$ cat src/include/bridge_fault_pkg.sv
// constants, register map and gate-state codes for the bridge fault supervisor
package bridge_fault_pkg;
    // ****************************************************************
    // timing
    // ****************************************************************
    localparam int CLK_HZ = 20000000;
    localparam int FILTER_US = 64;
    localparam int SHORT_FILTER_US = 6;
    localparam int RL_SINK_MIN_US = 32;
    localparam int RL_SINK_MAX_US = 64;
    // least times use the clock truncated to whole MHz
    localparam int FILTER_CYC = (FILTER_US * (CLK_HZ / 1000000));
    localparam int SHORT_FILTER_CYC = (SHORT_FILTER_US * (CLK_HZ / 1000000));
    // sink phase chosen at the short end of the window, clock truncated to whole MHz
    localparam int RL_SINK_CYC = (RL_SINK_MIN_US * (CLK_HZ / 1000000));
    localparam int WDOG_TIMEOUT_CYC = 2000000;

    // ****************************************************************
    // register map (byte offsets)
    // ****************************************************************
    localparam logic [7:0] OFF_CTRL = 8'h00;
    localparam logic [7:0] OFF_STATUS = 8'h04;
    localparam logic [7:0] OFF_CLEAR = 8'h08;
    localparam logic [7:0] OFF_WDOG = 8'h0c;
    localparam logic [7:0] OFF_GATES = 8'h10;

    // control fields
    localparam int CTRL_SUPPLY_FAULT_RESTART_SEL = 0;
    localparam int CTRL_OV_THRESH_SEL = 1;
    localparam int CTRL_SENSOR_PIN_MODE_SEL = 2;
    localparam int CTRL_DS_THRESH_LSB = 3;
    localparam int CTRL_WDOG_EN = 5;
    localparam logic [5:0] CTRL_RESET = 6'h00;

    // status fields
    localparam int ST_SUPPLY_HIGH = 0;
    localparam int ST_SUPPLY_LOW = 1;
    localparam int ST_WDOG = 2;
    localparam int ST_HEAT_WARN = 3;
    localparam int ST_OVERHEAT = 4;
    localparam int ST_PUMP_LOW = 5;
    localparam int ST_EXT_HEAT = 6;
    localparam int ST_STUCK_RESET = 7;
    localparam int ST_DS_LSB = 8;
    localparam int ST_GLOBAL = 12;
    localparam int ST_WIDTH = 13;

    // ****************************************************************
    // gate output states
    // ****************************************************************
    typedef enum logic [2:0] {
        GATE_DRIVE = 3'b001,
        GATE_SINK = 3'b010,
        GATE_RES_LOW = 3'b100
    } gate_mode_t;
endpackage

$ cat src/logic/bridge_fault_supervisor.sv
// fault filtering, flag latching and gate-state selection for an h-bridge driver
`timescale 1ns/1ps

module bridge_fault_supervisor #(
    parameter int FILTER_CYC = bridge_fault_pkg::FILTER_CYC,
    parameter int SHORT_FILTER_CYC = bridge_fault_pkg::SHORT_FILTER_CYC,
    parameter int RL_SINK_CYC = bridge_fault_pkg::RL_SINK_CYC,
    parameter int WDOG_TIMEOUT_CYC = bridge_fault_pkg::WDOG_TIMEOUT_CYC
) (
    // clock and reset
    input wire logic clk,
    input wire logic nrst,
    // apb slave
    input wire logic psel,
    input wire logic penable,
    input wire logic pwrite,
    input wire logic [7:0] paddr,
    input wire logic [31:0] pwdata,
    output logic [31:0] prdata,
    output logic pready,
    output logic pslverr,
    // device pins and analog comparators (asynchronous)
    input wire logic enable_pin,
    input wire logic dir_pin,
    input wire logic pwm_pin,
    input wire logic ext_sensor_off_pin,
    input wire logic supply_high_cmp_lo,
    input wire logic supply_high_cmp_hi,
    input wire logic supply_low_cmp,
    input wire logic pump_low_cmp,
    input wire logic heat_warn_cmp,
    input wire logic overheat_cmp,
    input wire logic stuck_reset_cmp,
    input wire logic [3:0] ds_over_cmp,
    // outputs: gate order high1, low1, high2, low2
    output logic [3:0] gate_source,
    output logic [3:0] gate_sink,
    output logic [3:0] gate_res_low,
    output logic pump_enable,
    output logic [1:0] ds_thresh_sel
);
    initial begin
        // short filter must outlast the four-cycle stale comparator after a gate turns on
        if (FILTER_CYC < 1 || FILTER_CYC > 4194303 || SHORT_FILTER_CYC < 5 || SHORT_FILTER_CYC > 4194303 ||
            RL_SINK_CYC < 1 || RL_SINK_CYC > 2047 || WDOG_TIMEOUT_CYC < 2 || WDOG_TIMEOUT_CYC > 8388607)
            $error("bridge_fault_supervisor: counts out of range");
    end

    localparam int NIN = 12;

    // ****************************************************************
    // pin synchronisers
    // ****************************************************************
    logic [NIN-1:0] raw_in;
    logic [NIN-1:0] sync1;
    logic [NIN-1:0] sync2;
    logic [NIN-1:0] sync3;
    logic [NIN-1:0] pin;
    assign raw_in = {ds_over_cmp, stuck_reset_cmp, overheat_cmp, heat_warn_cmp, pump_low_cmp,
                     supply_low_cmp, supply_high_cmp_hi, supply_high_cmp_lo, ext_sensor_off_pin};
    logic [2:0] ctl_s1;
    logic [2:0] ctl_s2;
    logic [2:0] ctl_s3;
    logic [2:0] ctl;

    // three stages; a change counts once stages two and three agree
    always_ff @(posedge clk or negedge nrst) begin
        if (!nrst) begin
            sync1 <= 12'h001; // sensor pin idles high, no false trip after reset
            sync2 <= 12'h001;
            sync3 <= 12'h001;
            ctl_s1 <= '0;
            ctl_s2 <= '0;
            ctl_s3 <= '0;
        end else begin
            sync1 <= raw_in;
            sync2 <= sync1;
            sync3 <= sync2;
            ctl_s1 <= {pwm_pin, dir_pin, enable_pin};
            ctl_s2 <= ctl_s1;
            ctl_s3 <= ctl_s2;
        end
    end

    // settled levels: the sensor pin idles high, so it resets high
    always_ff @(posedge clk or negedge nrst) begin
        if (!nrst) begin
            pin <= 12'h001;
            ctl <= 3'h0;
        end else begin
            for (int i = 0; i < NIN; i++) begin
                if (sync2[i] == sync3[i])
                    pin[i] <= sync3[i];
            end
            for (int j = 0; j < 3; j++) begin
                if (ctl_s2[j] == ctl_s3[j])
                    ctl[j] <= ctl_s3[j];
            end
        end
    end

    logic sensor_high, standby;
    assign sensor_high = pin[0];
    assign standby = ~ctl[0];

    // ****************************************************************
    // registers
    // ****************************************************************
    logic [5:0] ctrl;
    logic supply_fault_restart_sel;
    logic ov_thresh_sel;
    logic sensor_pin_mode_sel;
    logic wdog_en;
    assign supply_fault_restart_sel = ctrl[bridge_fault_pkg::CTRL_SUPPLY_FAULT_RESTART_SEL];
    assign ov_thresh_sel = ctrl[bridge_fault_pkg::CTRL_OV_THRESH_SEL];
    assign sensor_pin_mode_sel = ctrl[bridge_fault_pkg::CTRL_SENSOR_PIN_MODE_SEL];
    assign wdog_en = ctrl[bridge_fault_pkg::CTRL_WDOG_EN];

    logic wr, rd;
    assign pready = 1'b1;
    assign wr = psel & penable & pwrite;
    assign rd = psel & ~penable & ~pwrite;

    function automatic logic mapped(input logic [7:0] a);
        mapped = (a == bridge_fault_pkg::OFF_CTRL) || (a == bridge_fault_pkg::OFF_STATUS) ||
                 (a == bridge_fault_pkg::OFF_CLEAR) || (a == bridge_fault_pkg::OFF_WDOG) ||
                 (a == bridge_fault_pkg::OFF_GATES);
    endfunction
    assign pslverr = psel & penable & ~mapped(paddr);

    // control register; threshold steps steer the external comparators
    always_ff @(posedge clk or negedge nrst) begin
        if (!nrst)
            ctrl <= bridge_fault_pkg::CTRL_RESET;
        else if (wr && paddr == bridge_fault_pkg::OFF_CTRL)
            ctrl <= pwdata[5:0];
    end
    assign ds_thresh_sel = ctrl[bridge_fault_pkg::CTRL_DS_THRESH_LSB +: 2];

    // clear strobe: write ones to the clear register
    logic [11:0] clr;
    assign clr = (wr && paddr == bridge_fault_pkg::OFF_CLEAR) ? pwdata[11:0] : 12'h000;
    logic wdog_kick;
    assign wdog_kick = wr && paddr == bridge_fault_pkg::OFF_WDOG && pwdata[0];

    // ****************************************************************
    // filters
    // ****************************************************************
    // gate modes fed back so drain-source checks only see sourcing gates
    logic [3:0] gate_src_q;
    logic [10:0] cond;
    logic [10:0] filt;
    assign cond[0] = ov_thresh_sel ? pin[2] : pin[1];
    assign cond[1] = pin[3];
    assign cond[2] = pin[4];
    assign cond[3] = pin[5];
    assign cond[4] = pin[6];
    assign cond[5] = pin[7];
    assign cond[6] = sensor_pin_mode_sel & ~sensor_high;
    assign cond[10:7] = pin[11:8] & gate_src_q;

    genvar g;
    generate
        for (g = 0; g < 11; g++) begin : gen_filt
            localparam int LIM = (g >= 7) ? SHORT_FILTER_CYC : FILTER_CYC;
            logic [21:0] cnt;
            // counter restarts on any drop, so only continuous faults pass
            always_ff @(posedge clk or negedge nrst) begin
                if (!nrst)
                    cnt <= '0;
                else if (!cond[g])
                    cnt <= '0;
                else if (cnt < 22'(LIM))
                    cnt <= cnt + 22'h1;
            end
            assign filt[g] = (cnt >= 22'(LIM));
        end
    endgenerate

    // ****************************************************************
    // watchdog
    // ****************************************************************
    logic [22:0] wdog_cnt;
    logic wdog_expired;
    always_ff @(posedge clk or negedge nrst) begin
        if (!nrst)
            wdog_cnt <= '0;
        else if (!wdog_en || wdog_kick)
            wdog_cnt <= '0;
        else if (wdog_cnt < 23'(WDOG_TIMEOUT_CYC))
            wdog_cnt <= wdog_cnt + 23'h1;
    end
    assign wdog_expired = (wdog_cnt >= 23'(WDOG_TIMEOUT_CYC));

    // ****************************************************************
    // flags: set wins over clear
    // ****************************************************************
    logic supply_high_flag, supply_low_flag, watchdog_timeout_flag, heat_warning_flag;
    logic overheat_shutdown_flag, pump_low_flag, external_overheat_flag, stuck_reset_flag;
    logic [3:0] drain_source_fault_flag;
    logic global_error_flag;
    logic pump_held;

    always_ff @(posedge clk or negedge nrst) begin
        if (!nrst) begin
            supply_high_flag <= 1'b0;
            supply_low_flag <= 1'b0;
            watchdog_timeout_flag <= 1'b0;
            heat_warning_flag <= 1'b0;
            overheat_shutdown_flag <= 1'b0;
            pump_low_flag <= 1'b0;
            stuck_reset_flag <= 1'b0;
            drain_source_fault_flag <= 4'h0;
        end else begin
            supply_high_flag <= filt[0] | (supply_high_flag & ~clr[0]);
            supply_low_flag <= filt[1] | (supply_low_flag & ~clr[1]);
            watchdog_timeout_flag <= wdog_expired | (watchdog_timeout_flag & ~clr[2]);
            heat_warning_flag <= filt[3] | (heat_warning_flag & ~clr[3]);
            // still-hot die re-sets the flag, so cooling is needed first
            overheat_shutdown_flag <= filt[4] | (overheat_shutdown_flag & ~clr[4]);
            // pump low is meaningless while the pump is deliberately off
            pump_low_flag <= (filt[2] & pump_enable) | (pump_low_flag & ~clr[5]);
            stuck_reset_flag <= filt[5] | (stuck_reset_flag & ~clr[7]);
            drain_source_fault_flag <= filt[10:7] | (drain_source_fault_flag & ~clr[11:8]);
        end
    end

    // sensor mode: filtered and latched; active-off: live pin, no latch
    always_ff @(posedge clk or negedge nrst) begin
        if (!nrst)
            external_overheat_flag <= 1'b0;
        else if (!sensor_pin_mode_sel)
            external_overheat_flag <= ~sensor_high;
        else
            external_overheat_flag <= filt[6] | (external_overheat_flag & ~clr[6]);
    end
    assign global_error_flag = supply_high_flag | supply_low_flag | watchdog_timeout_flag |
                               overheat_shutdown_flag | pump_low_flag | external_overheat_flag |
                               stuck_reset_flag | (|drain_source_fault_flag);

    // ****************************************************************
    // charge pump
    // ****************************************************************
    // with restart select 1 the pump waits for the supply flag clear
    always_ff @(posedge clk or negedge nrst) begin
        if (!nrst)
            pump_held <= 1'b0;
        else if (filt[0] | filt[1])
            pump_held <= 1'b1;
        else if (!supply_fault_restart_sel)
            pump_held <= 1'b0;
        else if (!supply_high_flag && !supply_low_flag)
            pump_held <= 1'b0;
    end

    always_ff @(posedge clk or negedge nrst) begin
        if (!nrst)
            pump_enable <= 1'b0;
        else
            pump_enable <= ~standby & ~pump_held & ~overheat_shutdown_flag & ~filt[4];
    end

    // ****************************************************************
    // gate state selection
    // ****************************************************************
    logic all_rl, all_sink;
    logic [3:0] want_src;
    logic [3:0] hb_sink;
    assign all_rl = standby | overheat_shutdown_flag | pump_low_flag | stuck_reset_flag;
    // live sensor pin in active-off mode acts at once, not only via the flag
    assign all_sink = supply_high_flag | supply_low_flag | watchdog_timeout_flag |
                      external_overheat_flag | (~sensor_pin_mode_sel & ~sensor_high);
    assign hb_sink = {{2{|drain_source_fault_flag[3:2]}}, {2{|drain_source_fault_flag[1:0]}}};
    // dir selects which diagonal is on, pwm low brakes on both low sides
    assign want_src = ctl[2] ? (ctl[1] ? 4'b1001 : 4'b0110) : 4'b1010;

    generate
        for (g = 0; g < 4; g++) begin : gen_gate
            bridge_fault_pkg::gate_mode_t mode;
            bridge_fault_pkg::gate_mode_t next_mode;
            logic [10:0] rl_cnt;
            // heat warning deliberately absent from this decision
            always_comb begin
                if (all_rl)
                    next_mode = bridge_fault_pkg::GATE_RES_LOW;
                else if (all_sink || hb_sink[g] || !want_src[g])
                    next_mode = bridge_fault_pkg::GATE_SINK;
                else
                    next_mode = bridge_fault_pkg::GATE_DRIVE;
            end
            always_ff @(posedge clk or negedge nrst) begin
                if (!nrst)
                    mode <= bridge_fault_pkg::GATE_RES_LOW;
                else
                    mode <= next_mode;
            end
            // sink phase on every entry to resistive-low for fast turn-off
            always_ff @(posedge clk or negedge nrst) begin
                if (!nrst)
                    rl_cnt <= 11'(RL_SINK_CYC);
                else if (next_mode != bridge_fault_pkg::GATE_RES_LOW)
                    rl_cnt <= '0;
                else if (rl_cnt < 11'(RL_SINK_CYC))
                    rl_cnt <= rl_cnt + 11'h1;
            end
            always_ff @(posedge clk or negedge nrst) begin
                if (!nrst) begin
                    gate_source[g] <= 1'b0;
                    gate_sink[g] <= 1'b0;
                    gate_res_low[g] <= 1'b1;
                end else begin
                    gate_source[g] <= (next_mode == bridge_fault_pkg::GATE_DRIVE);
                    gate_sink[g] <= (next_mode == bridge_fault_pkg::GATE_SINK) ||
                                    (next_mode == bridge_fault_pkg::GATE_RES_LOW &&
                                     rl_cnt < 11'(RL_SINK_CYC));
                    gate_res_low[g] <= (next_mode == bridge_fault_pkg::GATE_RES_LOW) &&
                                       (rl_cnt >= 11'(RL_SINK_CYC));
                end
            end
            assign gate_src_q[g] = (mode == bridge_fault_pkg::GATE_DRIVE);
        end
    endgenerate

    // ****************************************************************
    // read data
    // ****************************************************************
    logic [bridge_fault_pkg::ST_WIDTH-1:0] status;
    assign status = {global_error_flag, drain_source_fault_flag, stuck_reset_flag,
                     external_overheat_flag, pump_low_flag, overheat_shutdown_flag,
                     heat_warning_flag, watchdog_timeout_flag, supply_low_flag, supply_high_flag};

    // read data captured in the setup cycle, valid in the access cycle
    always_ff @(posedge clk or negedge nrst) begin
        if (!nrst)
            prdata <= 32'h0000_0000;
        else if (rd) begin
            case (paddr)
                bridge_fault_pkg::OFF_CTRL: prdata <= {26'h0, ctrl};
                bridge_fault_pkg::OFF_STATUS: prdata <= {19'h0, status};
                bridge_fault_pkg::OFF_GATES: prdata <= {19'h0, pump_enable, gate_res_low, gate_sink, gate_source};
                default: prdata <= 32'h0000_0000;
            endcase
        end
    end
endmodule

$ cat config.mk
export PLATFORM = sky130hd
export DESIGN_NAME = bridge_fault_supervisor
export DESIGN_NICKNAME = d
export VERILOG_FILES = /design/src/include/bridge_fault_pkg.sv /design/src/logic/bridge_fault_supervisor.sv
export SDC_FILE = /design/constraint.sdc
export NUM_CORES = 1
export LEC_CHECK = 0
export BUFFER_PORTS_ARGS = -buffer_cell sky130_fd_sc_hd__clkbuf_2
export CORE_MARGIN = 3
export CORE_UTILIZATION = 25
export CTS_CLUSTER_DIAMETER = 30
export DETAILED_ROUTE_END_ITERATION = 8
export PLACE_DENSITY_LB_ADDON = 0.12
export SYNTH_ARGS = -nofsm -noshare
export SYNTH_HDL_FRONTEND = slang
export SYNTH_SLANG_ARGS = --single-unit
$ cat constraint.sdc
create_clock -name clk -period 5 [get_ports clk]
set_input_delay 1 -clock clk [delete_from_list [all_inputs] [get_ports clk]]
set_output_delay 1 -clock clk [all_outputs]
set_load 0.02 [all_outputs]
[Word level (Yosys, flattened, before mapping)]
Cells that the tools add are included.
Storage, ports and cells
  flip-flop bits (word level): 445
  output and inout port bits: 49
  logic and storage cells: 319
Operators by class
  add/subtract/negate cells: 16
  magnitude comparators: 32
  equality and inequality tests: 51
  muxes and demuxes: 49
  bitwise gates (word level): 61
  reductions and logical operators: 44
Operators by type and width (count)
  22-bit two-way mux: 22
  22-bit by 1-bit adder with 22-bit output (second input constant): 11
  22-bit by 11-bit >= comparator with 1-bit output (second input constant): 7
  22-bit by 11-bit less-than comparator with 1-bit output (second input constant): 7
  22-bit by 7-bit >= comparator with 1-bit output (second input constant): 4
  22-bit by 7-bit less-than comparator with 1-bit output (second input constant): 4
  11-bit two-way mux: 8
  23-bit two-way mux: 2
  11-bit by 1-bit adder with 11-bit output (second input constant): 4
  11-bit by 10-bit >= comparator with 1-bit output (second input constant): 4
  11-bit by 10-bit less-than comparator with 1-bit output (second input constant): 4
  13-bit case mux with 3 select lines: 1
  3-bit by 1-bit == test with 1-bit output (second input constant): 8
  23-bit by 1-bit adder with 23-bit output (second input constant): 1
  23-bit by 21-bit >= comparator with 1-bit output (second input constant): 1
  23-bit by 21-bit less-than comparator with 1-bit output (second input constant): 1
  2-bit by 1-bit inequality test with 1-bit output (second input constant): 11
  1-bit OR: 21
  1-bit bitwise AND: 19
  1-bit NOT: 17
  8-bit by 4-bit == test with 1-bit output (second input constant): 2
  1-bit == test: 15
  1-bit logical OR: 15
  1-bit logical AND: 13
  other kinds (19): 51

[Logic depth before layout (Yosys ltp)]
Gate-level depths: netlist of run 1.
  word-level depth: 11
  depth in mapped cells: 7
  gate-level depth less buffers: 6

[Worst setup path after synthesis of run 1]
OpenSTA, ideal clock, no wires.
  kind: input to output
  from: input port paddr[4]
  to: output port pslverr
  arrival time: 1.889 ns
  required time: 4.000 ns
  setup slack: 2.111 ns
  cell stages on the path: 3
  path buffers: 1
  path through: clkbuf_1 o21ai_0 a21oi_1
On the way
  word-level cells in the longest chain between the ends: 7
RTL lines
  start: declaration: line bridge_fault_supervisor.sv:17  | input wire logic [7:0] paddr,
  8-bit by 3-bit == test with 1-bit output / 8-bit zero test (equally long branches): line bridge_fault_supervisor.sv:125  | mapped = (a == bridge_fault_pkg::OFF_CTRL) || (a == bridge_fault_pkg::OFF_STATUS) ||
  1-bit logical OR (2 in series): line bridge_fault_supervisor.sv:125
  1-bit logical OR: line bridge_fault_supervisor.sv:126  | (a == bridge_fault_pkg::OFF_CLEAR) || (a == bridge_fault_pkg::OFF_WDOG) ||
  1-bit logical OR (*): line bridge_fault_supervisor.sv:126
  1-bit NOT (*): line bridge_fault_supervisor.sv:129  | assign pslverr = psel & penable & ~mapped(paddr);
  1-bit bitwise AND (*): line bridge_fault_supervisor.sv:129
  end: declaration: line bridge_fault_supervisor.sv:21  | output logic pslverr,
Every way passes the cells marked *; elsewhere a longest branch is shown, timed or not.

[Final worst setup path of run 1]
  from: input port paddr[0]
  to: output port pslverr
The elaborated chain is that of the path after synthesis.

==> results of run 1 <==
## worst register-to-register path, cell delays in order, from the launching register on
cell,delay (ps)
dfrtp_1,430
nor4_1,290
nand4b_1,490
a2111oi_0,1060
and3_1,290
mux2i_1,180
## sequential cells by signal (all words and copies together) (netlist names), 4 cells and up
| name | count |
|---|---|
| gen_filt.cnt | 242 |
| gen_gate.rl_cnt | 44 |
| wdog_cnt | 23 |
| prdata | 13 |
| pin | 12 |
| sync1 | 12 |
| sync2 | 12 |
| sync3 | 12 |
| gen_gate.mode | 9 |
| ctrl | 6 |
| drain_source_fault_flag | 4 |
| gate_res_low | 4 |
| gate_sink | 4 |
## logic make-up (layout without fill, tap and decap cells)
group | Yosys count | count (layout)
fa+ha+maj | 47 | 47
mux | 25 | 25
buf+inv | 126 | 338
other cells | 2 | 20
flops | 419 | 419
simple gates | 689 | 689
compound gates | 124 | 124
xor+xnor | 116 | 116
## synth_stat cells (all sizes together), types with 6 or more instances
library cell / number / area, um2
a21oi: 34 / 170
and4: 15 / 131
clkbuf: 48 / 180
a31oi: 7 / 43.8
nor2b: 26 / 163
or3: 13 / 81.3
nor3b: 9 / 67.6
nand2: 95 / 357
mux2: 6 / 90.1
nand3: 44 / 220
and3: 28 / 175
and2: 178 / 1110
nor3: 40 / 205
nor2: 130 / 488
dfstp: 17 / 447
buf: 33 / 234
maj3: 15 / 150
nor4: 37 / 231
mux2i: 19 / 190
nand2b: 9 / 56.3
dfrtp: 402 / 10100
inv: 45 / 169
nand4: 47 / 294
a22oi: 7 / 52.6
a21boi: 6 / 45.0
xnor2: 69 / 604
o21ai: 42 / 210
ha: 32 / 400
xor2: 47 / 412
## layout by cell type, fill, tap and decap left out, types with 5 or more instances in the layout
cell / Yosys / routed
dfrtp_1: 402 / 402
and2_1: 178 / 178
nor2_1: 130 / 130
clkbuf_16: 0 / 114
nand2_1: 95 / 95
xnor2_1: 69 / 69
clkbuf_2: 0 / 67
nand4_1: 47 / 47
xor2_1: 47 / 47
inv_1: 45 / 45
nand3_1: 44 / 44
nor3_1: 39 / 39
nor4_1: 37 / 36
o21ai_0: 35 / 35
a21oi_1: 34 / 34
ha_1: 32 / 32
and3_1: 28 / 28
clkinv_2: 0 / 28
nor2b_1: 26 / 26
conb_1: 2 / 20
mux2i_1: 19 / 19
clkbuf_1: 48 / 18
clkinvlp_4: 0 / 17
dfstp_2: 17 / 17
clkbuf_8: 0 / 16
and4_1: 15 / 15
maj3_1: 15 / 15
or3_1: 13 / 13
bufinv_16: 0 / 12
nand2b_1: 9 / 9
nor3b_1: 9 / 9
a31oi_1: 7 / 7
a22oi_1: 7 / 7
o21ai_1: 7 / 7
buf_4: 26 / 7
a21boi_0: 6 / 6
mux2_4: 6 / 6
a21o_1: 5 / 5
o21a_1: 5 / 5
a41oi_1: 5 / 5
## final cells by class
type,instances,share of cell area [%]
flip-flops and latches,419,46.5
clock inverters,67,3.27
multi-input cells,1021,28.4
well taps,931,5.15
clock buffers,148,13.9
inverters,45,0.747
repair buffers,78,2.05
## power breakdown
part | leakage [nW] | switching (mW) | internal [mW]
logic | 2.80 | 0.200 | 0.102
clock network | 1.87 | 2.13 | 4.99
registers | 5.57 | 0.0947 | 3.48
total | 10.2 | 2.43 | 8.58
## worst max-delay path by stage
stage               startpoint      end  depth (start not counted)
floorplan             paddr[4]  pslverr                          3
global placement      paddr[0]  pslverr                          5
detailed placement    paddr[0]  pslverr                          5
CTS                   paddr[0]  pslverr                          5
global route          paddr[4]  pslverr                          4
finish                paddr[0]  pslverr                          5
## through the flow
| step | worst slack (ps) | std cells | util [%] | hold slack (ps) |
|---|---|---|---|---|
| floorplan | 2110 | 1566 | - | 331 |
| global placement | 1880 | 2494 | 27.2 | 334 |
| detailed placement | 1900 | 2494 | 27.2 | 335 |
| CTS | 1900 | 2709 | 32.8 | 263 |
| global route | 1870 | 2709 | 32.8 | 273 |
| finish | 1940 | 2709 | 32.8 | 287 |
## metal layers
layer / routed length (um) / track usage, % / up-vias
met3: 2120 / 3.69 / 88
met1: 18900 / 14.8 / 5577
li1: - / - / 5492
met5: 27 / 0 / -
met4: 1110 / 4.30 / 4
met2: 16700 / 16.2 / 190
==> out/qor.yml, run 1 <==
outcome:
  status: "finished, final reports clean"
grt:
  grt_pass1_vias: 12300
  grt_overflow_total: 0
  grt_max_degree: 142
  grt_use_total_pct: 11.0
  antenna_found_initial: 3
  grt_pass1_wl_um: 65400
critical_path:
  crit_family: "simple AND/OR/NAND/NOR gates"
  reg2reg_slack_ps: 2160
  cp_data_required_time_ps: 4000
  cpMostUsedCell: "clkbuf_2"
  critPathCaptureType: "primary output"
  worstRegToRegCells: 5
  critPathSlowestCell: "or4_4"
  arrival_ps: 2060
  r2r_start: "wdog_cnt[13]"
  start_kind: "primary input"
  crit_path_max_incr_delay_ps: 580
  crit_type: "in -> out"
  path_max_fanout: 4
  r2r-end: "wdog_cnt[17]"
  path_cells: "clkbuf_2 -> or4_4 -> nor2_1 -> a21oi_1 -> clkbuf_2"
  critPathBufInv: 2
timing:
  worst_slew_pin_slew_ps: 1040
  setup_violations: 0
  slew_headroom_pct: 29.0
  finalHoldViolCount: 0
  rsz0062_at_grt: "false"
  finalMaxSlewViolations: 0
  fin_skew_ps: 24.3
  tns_ps: 0
  fin_crit_sh_pct: 61.2
  min_period_ps: 3060
  clock.fmax_ghz: 0.327
die:
  start_util_pct: 25.3
  die_x_um: 270
  coreArea_mm2: 0.0688
  ioPinCount: 109
  fp-row-count: 96
  die_h_um: 270
  dieArea_mm2: 0.0730
clock_network:
  h-tree-depth: 3
  clock-sinks: 419
  hold_buffers: 0
  post_cts_resized: 0
  clkSlewWorstSetupHoldPaths_ps: 40
  clockRootBuffer: "clkbuf_16"
  cts_tree: "done"
  cts_buffer_depth: 3
  cts_setup_buffers: 0
  cts_made_buffers: 113
  clk_latency_ps: 630
detailed_routing:
  drc_errors: 0
  dr.pass1.iters: 4
  vias_per_cell: 4.19
  drtIter0Drc: 503
  ant_nets: 0
  wl_um: 38900
  vias: 11400
  wl_per_cell_um: 14.4
finish:
  final_layout_size_suffix_gt1_share_pct: 17.0
  stdcell_area_mm2: 0.0226
  seqCellArea_mm2: 0.0105
  multi_input_area_mm2: 0.00643
  final_nets: 1770
  area_delta_synth_final_pct: 29.7
  num-fill-cells: 6930
  diodes: 0
yosys:
  synth_compound_area_share_pct: 4.29
  synth-xor-area-share_pct: 5.83
  synth_top_flop_cell: "dfrtp_1"
  synth-simple-area-share_pct: 21.5
  netlist_area_mm2: 0.0174
  synth_seq_area_share_pct: 60.3
  synth_top_family_by_area: "simple AND/OR/NAND/NOR gates"
  yosysUniqueCellTypes: 57
  async_flop_share_pct: 100
  post_synth.cell_area_avg_um2: 11.3
  synth_edf_count: 0
  ys_seq_elements: 419
  syn_inst: 1548
  synthAdderAreaFrac_pct: 3.16
  synthMuxAreaShare_pct: 1.61
  yosys_warnings: 0
placement:
  placed_cell_area_mm2: 0.0187
  port_buffers: 68
  routabilityCongestion: 0.721
  dpl.hpwl_um: 25100
hold_path:
  min_path_type: "in -> async"
flow_run:
  maxCapViolations: 0
power_and_ir_drop:
  p_per_area_mw_per_mm2: 487
  finalPower_mw: 11.0
  irDropWorstVdd_mv: 0.260
  p_leak_nw: 10.2
(Power assumes the default switching activity.)
==> inputs of run 2 (changes only) <==
--- a/config.mk
+++ b/config.mk
@@ -5,6 +5,7 @@
 export SDC_FILE = /design/constraint.sdc
 export NUM_CORES = 1
 export LEC_CHECK = 0
+export ABC_AREA = 1
 export BUFFER_PORTS_ARGS = -buffer_cell sky130_fd_sc_hd__clkbuf_2
 export CORE_MARGIN = 3
 export CORE_UTILIZATION = 25
==> constraint.sdc (replaced) <==
create_clock -name clk -period 2.6 [get_ports clk]
set_input_delay 0.52 -clock clk [delete_from_list [all_inputs] [get_ports clk]]
set_output_delay 0.52 -clock clk [all_outputs]
set_load 0.02 [all_outputs]
==> run 2 against run 1 <==
Against the previous run: worst hold slack worse by 160 ps; clock power up 110%; global-route usage up 1.0 points; synthesized cell count up 40%; via count up 25%.
==> out/qor.yml, run 2 <==
critical_path:
  critPathCaptureType: "primary output"
  critPathBufInv: 1  # -1
  path_max_fanout: 2  # -2
  critPathSlowestCell: "dfstp_2"
  cp_data_required_time_ps: 2080  # -1920 ps
  reg2reg_slack_ps: 650  # -1510 ps
  r2r_start: "ctrl[5]"
  crit_type: "reg -> out"
  start_kind: "flop"
  arrival_ps: 1470  # -590 ps
  r2r-end: "wdog_cnt[3]"
  worstRegToRegCells: 6  # +1
  crit_family: "flip-flops"
  path_cells: "clkbuf_2"
  crit_start: "gate_res_low[1]"
  crit_path_max_incr_delay_ps: 630  # +50 ps
timing:
  finalHoldViolCount: 0  # unchanged
  fin_crit_sh_pct: 76.4
  worst_slew_pin_slew_ps: 1040  # +6.66 ps
  slew_headroom_pct: 30.3  # +1.3 points
  rsz0062_at_grt: "false"
  fin_skew_ps: 22.9  # -1.37 ps
  min_period_ps: 1990
  clock.fmax_ghz: 0.503
  tns_ps: 0  # unchanged
  fin_ws_ps: 614  # -1330 ps
  holdWs_ps: 131  # -156 ps
  setup_violations: 0  # unchanged
  finalMaxSlewViolations: 0  # unchanged
clock_network:
  clockRootBuffer: "clkbuf_16"
  clk_latency_ps: 640  # about the same
  cts_made_buffers: 116  # +2.7%
  clkSlewWorstSetupHoldPaths_ps: 40  # about the same
  cts_buffer_depth: 3  # unchanged
  post_cts_resized: 0  # unchanged
  cts_tree: "done"
  h-tree-depth: 3  # unchanged
  clock-sinks: 419  # unchanged
finish:
  area_delta_synth_final_pct: 31.2
  final_layout_size_suffix_gt1_share_pct: 14.3  # -2.8 points
  multi_input_area_mm2: 0.00650  # +1.2%
  final_cells: 3411  # +26%
  final_nets: 2447  # +38%
  top_regs: "gen_filt.cnt: 242 flops, gen_gate.rl_cnt: 44 flops, wdog_cnt: 23 flops"
  num-fill-cells: 7565  # +9.2%
  stdcell_area_mm2: 0.0245  # +8.2%
  layout_commonest_cell: "nand2_1"
  final_util_pct: 33.3  # +0.46 points
  largest_reg_flops: 242  # unchanged
  seqCellArea_mm2: 0.0105  # unchanged
  final_cell_mix: "464 x nand2_1, 402 x dfrtp_1, 342 x inv_1"
  diodes: 0  # unchanged
  top_register: "gen_filt.cnt"
yosys:
  synth_most_common_cell: "nand2_1"
  synth_seq_area_share_pct: 56.3  # -3.9 points
  yosys_warnings: 0  # unchanged
  netlist_area_mm2: 0.0187  # +7.0%
  async_flop_share_pct: 100  # unchanged
  synth_edf_count: 0  # unchanged
  yosysUniqueCellTypes: 46  # -19%
  yosys-top-cells-area: "dfrtp_1 54%, nand2_1 9.3%, inv_1 6.9%, nor2_1 6.1%, nand3_1 4.5%"
  post_synth.cell_area_avg_um2: 8.60  # -24%
  syn_inst: 2170  # +40%
  synthTopCellsByCount: "464 x nand2_1, 402 x dfrtp_1, 342 x inv_1"
  ys_seq_elements: 419  # unchanged
  synth_top_flop_cell: "dfrtp_1"
  netlist.area_leader.share_pct: 53.9  # -3.8 points
  synth_top_area_cell: "dfrtp_1"
detailed_routing:
  drtIter0Drc: 820  # +63%
  ant_nets: 0  # unchanged
  wl_per_cell_um: 13.4  # -6.8%
  vias_per_cell: 4.16  # -0.76%
  wl_um: 45700  # +17%
  drc_errors: 0  # unchanged
  dr.pass1.iters: 5  # +1
  vias: 14200  # +25%
power_and_ir_drop:
  finalPower_mw: 21.9  # +99%
  irDropWorstVdd_mv: 0.504  # +94%
  p_per_area_mw_per_mm2: 896  # +84%
  p_leak_nw: 11.8  # +15%
placement:
  dp_slack_ps: 304  # -1600 ps
  port_buffers: 68  # unchanged
  routabilityCongestion: 0.769  # +6.7%
  placed_cells: 3180  # +28%
  dpl.hpwl_um: 31200  # +24%
  placed_cell_area_mm2: 0.0202  # +7.8%
die:
  coreArea_mm2: 0.0735  # +6.7%
  die_x_um: 279  # +3.3%
  dieArea_mm2: 0.0779  # +6.8%
  fp-row-count: 99  # +3.1%
  start_util_pct: 25.4  # +0.058 points
  ioPinCount: 109  # unchanged
  die_h_um: 279  # +3.3%
grt:
  grt_overflow_total: 0  # unchanged
  grt_use_total_pct: 12.0  # +1.0 points
  grt_pass1_vias: 14600  # +18%
  grt_max_degree: 73  # -49%
  grt_pass1_wl_um: 75800  # +16%
  antenna_found_initial: 3  # unchanged
outcome:
  status: "finished, final reports clean"
flow_run:
  maxCapViolations: 0  # unchanged
hold_path:
  min_from: "pwdata[5]"
  min_path_type: "in -> reg"
  worstHoldPathCells: 3
  hold_end: "ctrl[5]"
-- run 2: cell types whose count changed in the layout (fill, tap and decap cells not counted), moves of 32 or more --
cell	change
nand3_1	+123
inv_1	+297
nor2_1	+175
nand2_1	+369
xnor2_1	-66
o21ai_0	+51
and2_1	-175
nor4_1	-32
-- run 2: area by class of cell --
cell class	instances	area share [%]
Tap cell	959	4.90
Clock buffer	162	13.8
Multi-Input combinational cell	1353	26.6
Sequential cell	419	42.9
Inverter	349	5.37
Clock inverter	53	2.98
Timing Repair Buffer	116	3.37
-- run 2: metal layers --
layer	wire (um)	global-route usage, %
met5	0	0
met4	1430	5.55
met3	2620	3.37
met2	19100	17.5
met1	22500	16.5
-- run 2: power by group --
part | internal (mW) | switching [mW] | total [mW]
logic | 0.153 | 0.340 | 0.493
clock network | 10.5 | 4.15 | 14.7
registers | 6.66 | 0.107 | 6.77
-- run 2: worst max path at each step --
| stage | end | slack [ps] | depth (start not counted) |
|---|---|---|---|
| after floorplan | pslverr | 610 | 5 |
| after global placement | wdog_cnt[13] | 290 | 10 |
| after detailed placement | wdog_cnt[3] | 300 | 10 |
| after CTS | gate_res_low[2] | 550 | 1 |
| after global routing | wdog_cnt[11] | 470 | 6 |
| final | gate_res_low[1] | 610 | 1 |
-- run 2: kinds of logic after synthesis --
logic type,share of synthesized area [%]
and+or+nand+nor,25.0
DFF,56.3
buffers and inverters,9.18
AOI/OAI and AO/OA,4.72
adders and majority gates,2.95
xor gates and xnor gates,1.78
other,0.0403
-- run 2: repair_timing --
action / in CTS / in global routing
hold buffers: 16 / 0
buffers inserted: 0 / 0
endpoints found under the hold margin: 53 / 0
==> inputs of run 3 (changes only) <==
==> constraint.sdc (replaced) <==
create_clock -name clk -period 2 [get_ports clk]
set_input_delay 0.4 -clock clk [delete_from_list [all_inputs] [get_ports clk]]
set_output_delay 0.4 -clock clk [all_outputs]
set_load 0.02 [all_outputs]
==> run 3 against run 2 <==
Against the previous run: sequential power grew 30%; count of clock-buffer cells in the layout shrank 5; clock power grew 36%.
==> out/qor.yml, run 3 (synthesized netlist as in run 2, its figures left out) <==
power_and_ir_drop:
  irDropWorstVdd_mv: 0.665  # +32%
  p_leak_nw: 12.0  # +1.7%
  finalPower_mw: 29.5  # +35%
  p_per_area_mw_per_mm2: 1190  # +32%
timing:
  fin_skew_ps: 26.0  # +3.07 ps
  setup_violations: 0  # unchanged
  min_period_ps: 1870
  fin_crit_sh_pct: 93.6
  tns_ps: 0  # unchanged
  finalMaxSlewViolations: 0  # unchanged
  worst_slew_pin_slew_ps: 670  # -374 ps
  clock.fmax_ghz: 0.534
  rsz0062_at_grt: "false"
  finalHoldViolCount: 0  # unchanged
  slew_headroom_pct: 55.3  # +25 points
finish:
  top_register: "gen_filt.cnt"
  final_util_pct: 33.8  # +0.53 points
  top_regs: "gen_filt.cnt: 242 flops, gen_gate.rl_cnt: 44 flops, wdog_cnt: 23 flops"
  num-fill-cells: 7562  # -0.040%
  final_layout_size_suffix_gt1_share_pct: 15.1  # +0.82 points
  seqCellArea_mm2: 0.0105  # unchanged
  largest_reg_flops: 242  # unchanged
  final_cells: 3437  # +0.76%
  diodes: 0  # unchanged
  final_cell_mix: "464 x nand2_1, 402 x dfrtp_1, 342 x inv_1"
  final_nets: 2468  # +0.86%
  layout_commonest_cell: "nand2_1"
  area_delta_synth_final_pct: 33.3
  multi_input_area_mm2: 0.00650  # unchanged
detailed_routing:
  wl_per_cell_um: 13.3  # -0.64%
  drtIter0Drc: 674  # -18%
  wl_um: 45700  # +0.12%
  vias: 14200  # -0.049%
  vias_per_cell: 4.12  # -0.81%
  drc_errors: 0  # unchanged
  ant_nets: 0  # unchanged
  dr.pass1.iters: 5  # unchanged
die:
  dieArea_mm2: 0.0779  # unchanged
  coreArea_mm2: 0.0735  # unchanged
  start_util_pct: 25.4  # unchanged
  die_h_um: 279  # unchanged
  fp-row-count: 99  # unchanged
  die_x_um: 279  # unchanged
  ioPinCount: 109  # unchanged
critical_path:
  critPathSlowestCell: "dfstp_2"
  worstSetupPathDepth: 1  # unchanged
  cp_data_required_time_ps: 1600  # -480 ps
  crit_type: "reg -> out"
  critPathBufInv: 1  # unchanged
  path_max_fanout: 2  # unchanged
  path_cells: "clkbuf_2"
  crit_family: "flip-flops"
  start_kind: "flop"
  crit_path_max_incr_delay_ps: 630  # about the same
  arrival_ps: 1470  # about the same
  worstRegToRegCells: 8  # +2
  critPathCaptureType: "primary output"
grt:
  grt_pass1_vias: 14500  # -0.23%
  grt_overflow_total: 0  # unchanged
  grt_pass1_wl_um: 76300  # +0.63%
  grt_max_degree: 72  # -1.4%
  antenna_found_initial: 3  # unchanged
  grt_use_total_pct: 12.1  # +0.092 points
clock_network:
  cts_buffer_depth: 3  # unchanged
  clk_latency_ps: 660  # +20 ps
  clkSlewWorstSetupHoldPaths_ps: 40  # about the same
  cts_made_buffers: 120  # +3.4%
  h-tree-depth: 3  # unchanged
  clock-sinks: 419  # unchanged
  clockRootBuffer: "clkbuf_16"
  cts_tree: "done"
flow_run:
  maxCapViolations: 0  # unchanged
hold_path:
  worstHoldPathCells: 3  # unchanged
  min_path_type: "in -> reg"
placement:
  dpl.hpwl_um: 31400  # +0.69%
  placed_cells: 3195  # +0.47%
  port_buffers: 68  # unchanged
  routabilityCongestion: 0.751  # -2.3%
outcome:
  status: "finished, final reports clean"
-- run 3: repair_timing --
item                      4_1_cts  5_1_grt
hold endpoints to repair       87        0
setup buffers                   0        0
gates resized for setup         0        0
hold buffers                   18        0
-- run 3: path summary, 6_finish.rpt --
kind / startpoint / end / slack, ps
worst min register to register: sync1[9] / sync2[9] / 340
min in group asynchronous: nrst / sync1[7] / 240
worst max register to register: wdog_cnt[0] / wdog_cnt[18] / 310
max in group asynchronous: nrst / sync2[9] / 1000
worst min-delay path: pwdata[5] / ctrl[5] / 60
worst max-delay path: gate_res_low[2] / gate_res_low[2] / 130
-- run 3: layout make-up --
type / count / share of cell area [%]
Tap cell: 959 / 4.83
Sequential cell: 419 / 42.3
Clock inverter: 67 / 3.86
Multi-Input combinational cell: 1353 / 26.2
Clock buffer: 157 / 13.5
Timing Repair Buffer: 133 / 4.06
Inverter: 349 / 5.29
-- run 3: metal layers --
layer | part of all wire (%) | wire length, um | track usage (%)
met1 | 50 | 22900 | 16.9
met5 | 0 | 0 | 0
met3 | 4.7 | 2170 | 3.29
met2 | 43 | 19600 | 18.0
met4 | 2.4 | 1110 | 4.27
-- run 3: per-stage QoR --
step | worst slack, ps | hold WS, ps | cell area, um2
after floorplan | 254 | 104 | 18700
after global placement | 101 | 310 | 20400
after detailed placement | 94.7 | 311 | 20400
after CTS | 68.6 | 29.8 | 24900
after global routing | 65.8 | 39.5 | 24900
final | 127 | 59.6 | 24900
-- run 3: power by group --
| group | switching (mW) | total [mW] | internal (mW) |
|---|---|---|---|
| Combinational | 0.478 | 0.701 | 0.223 |
| Clock | 5.63 | 20.0 | 14.4 |
| Sequential | 0.116 | 8.77 | 8.66 |
| Total | 6.23 | 29.5 | 23.3 |
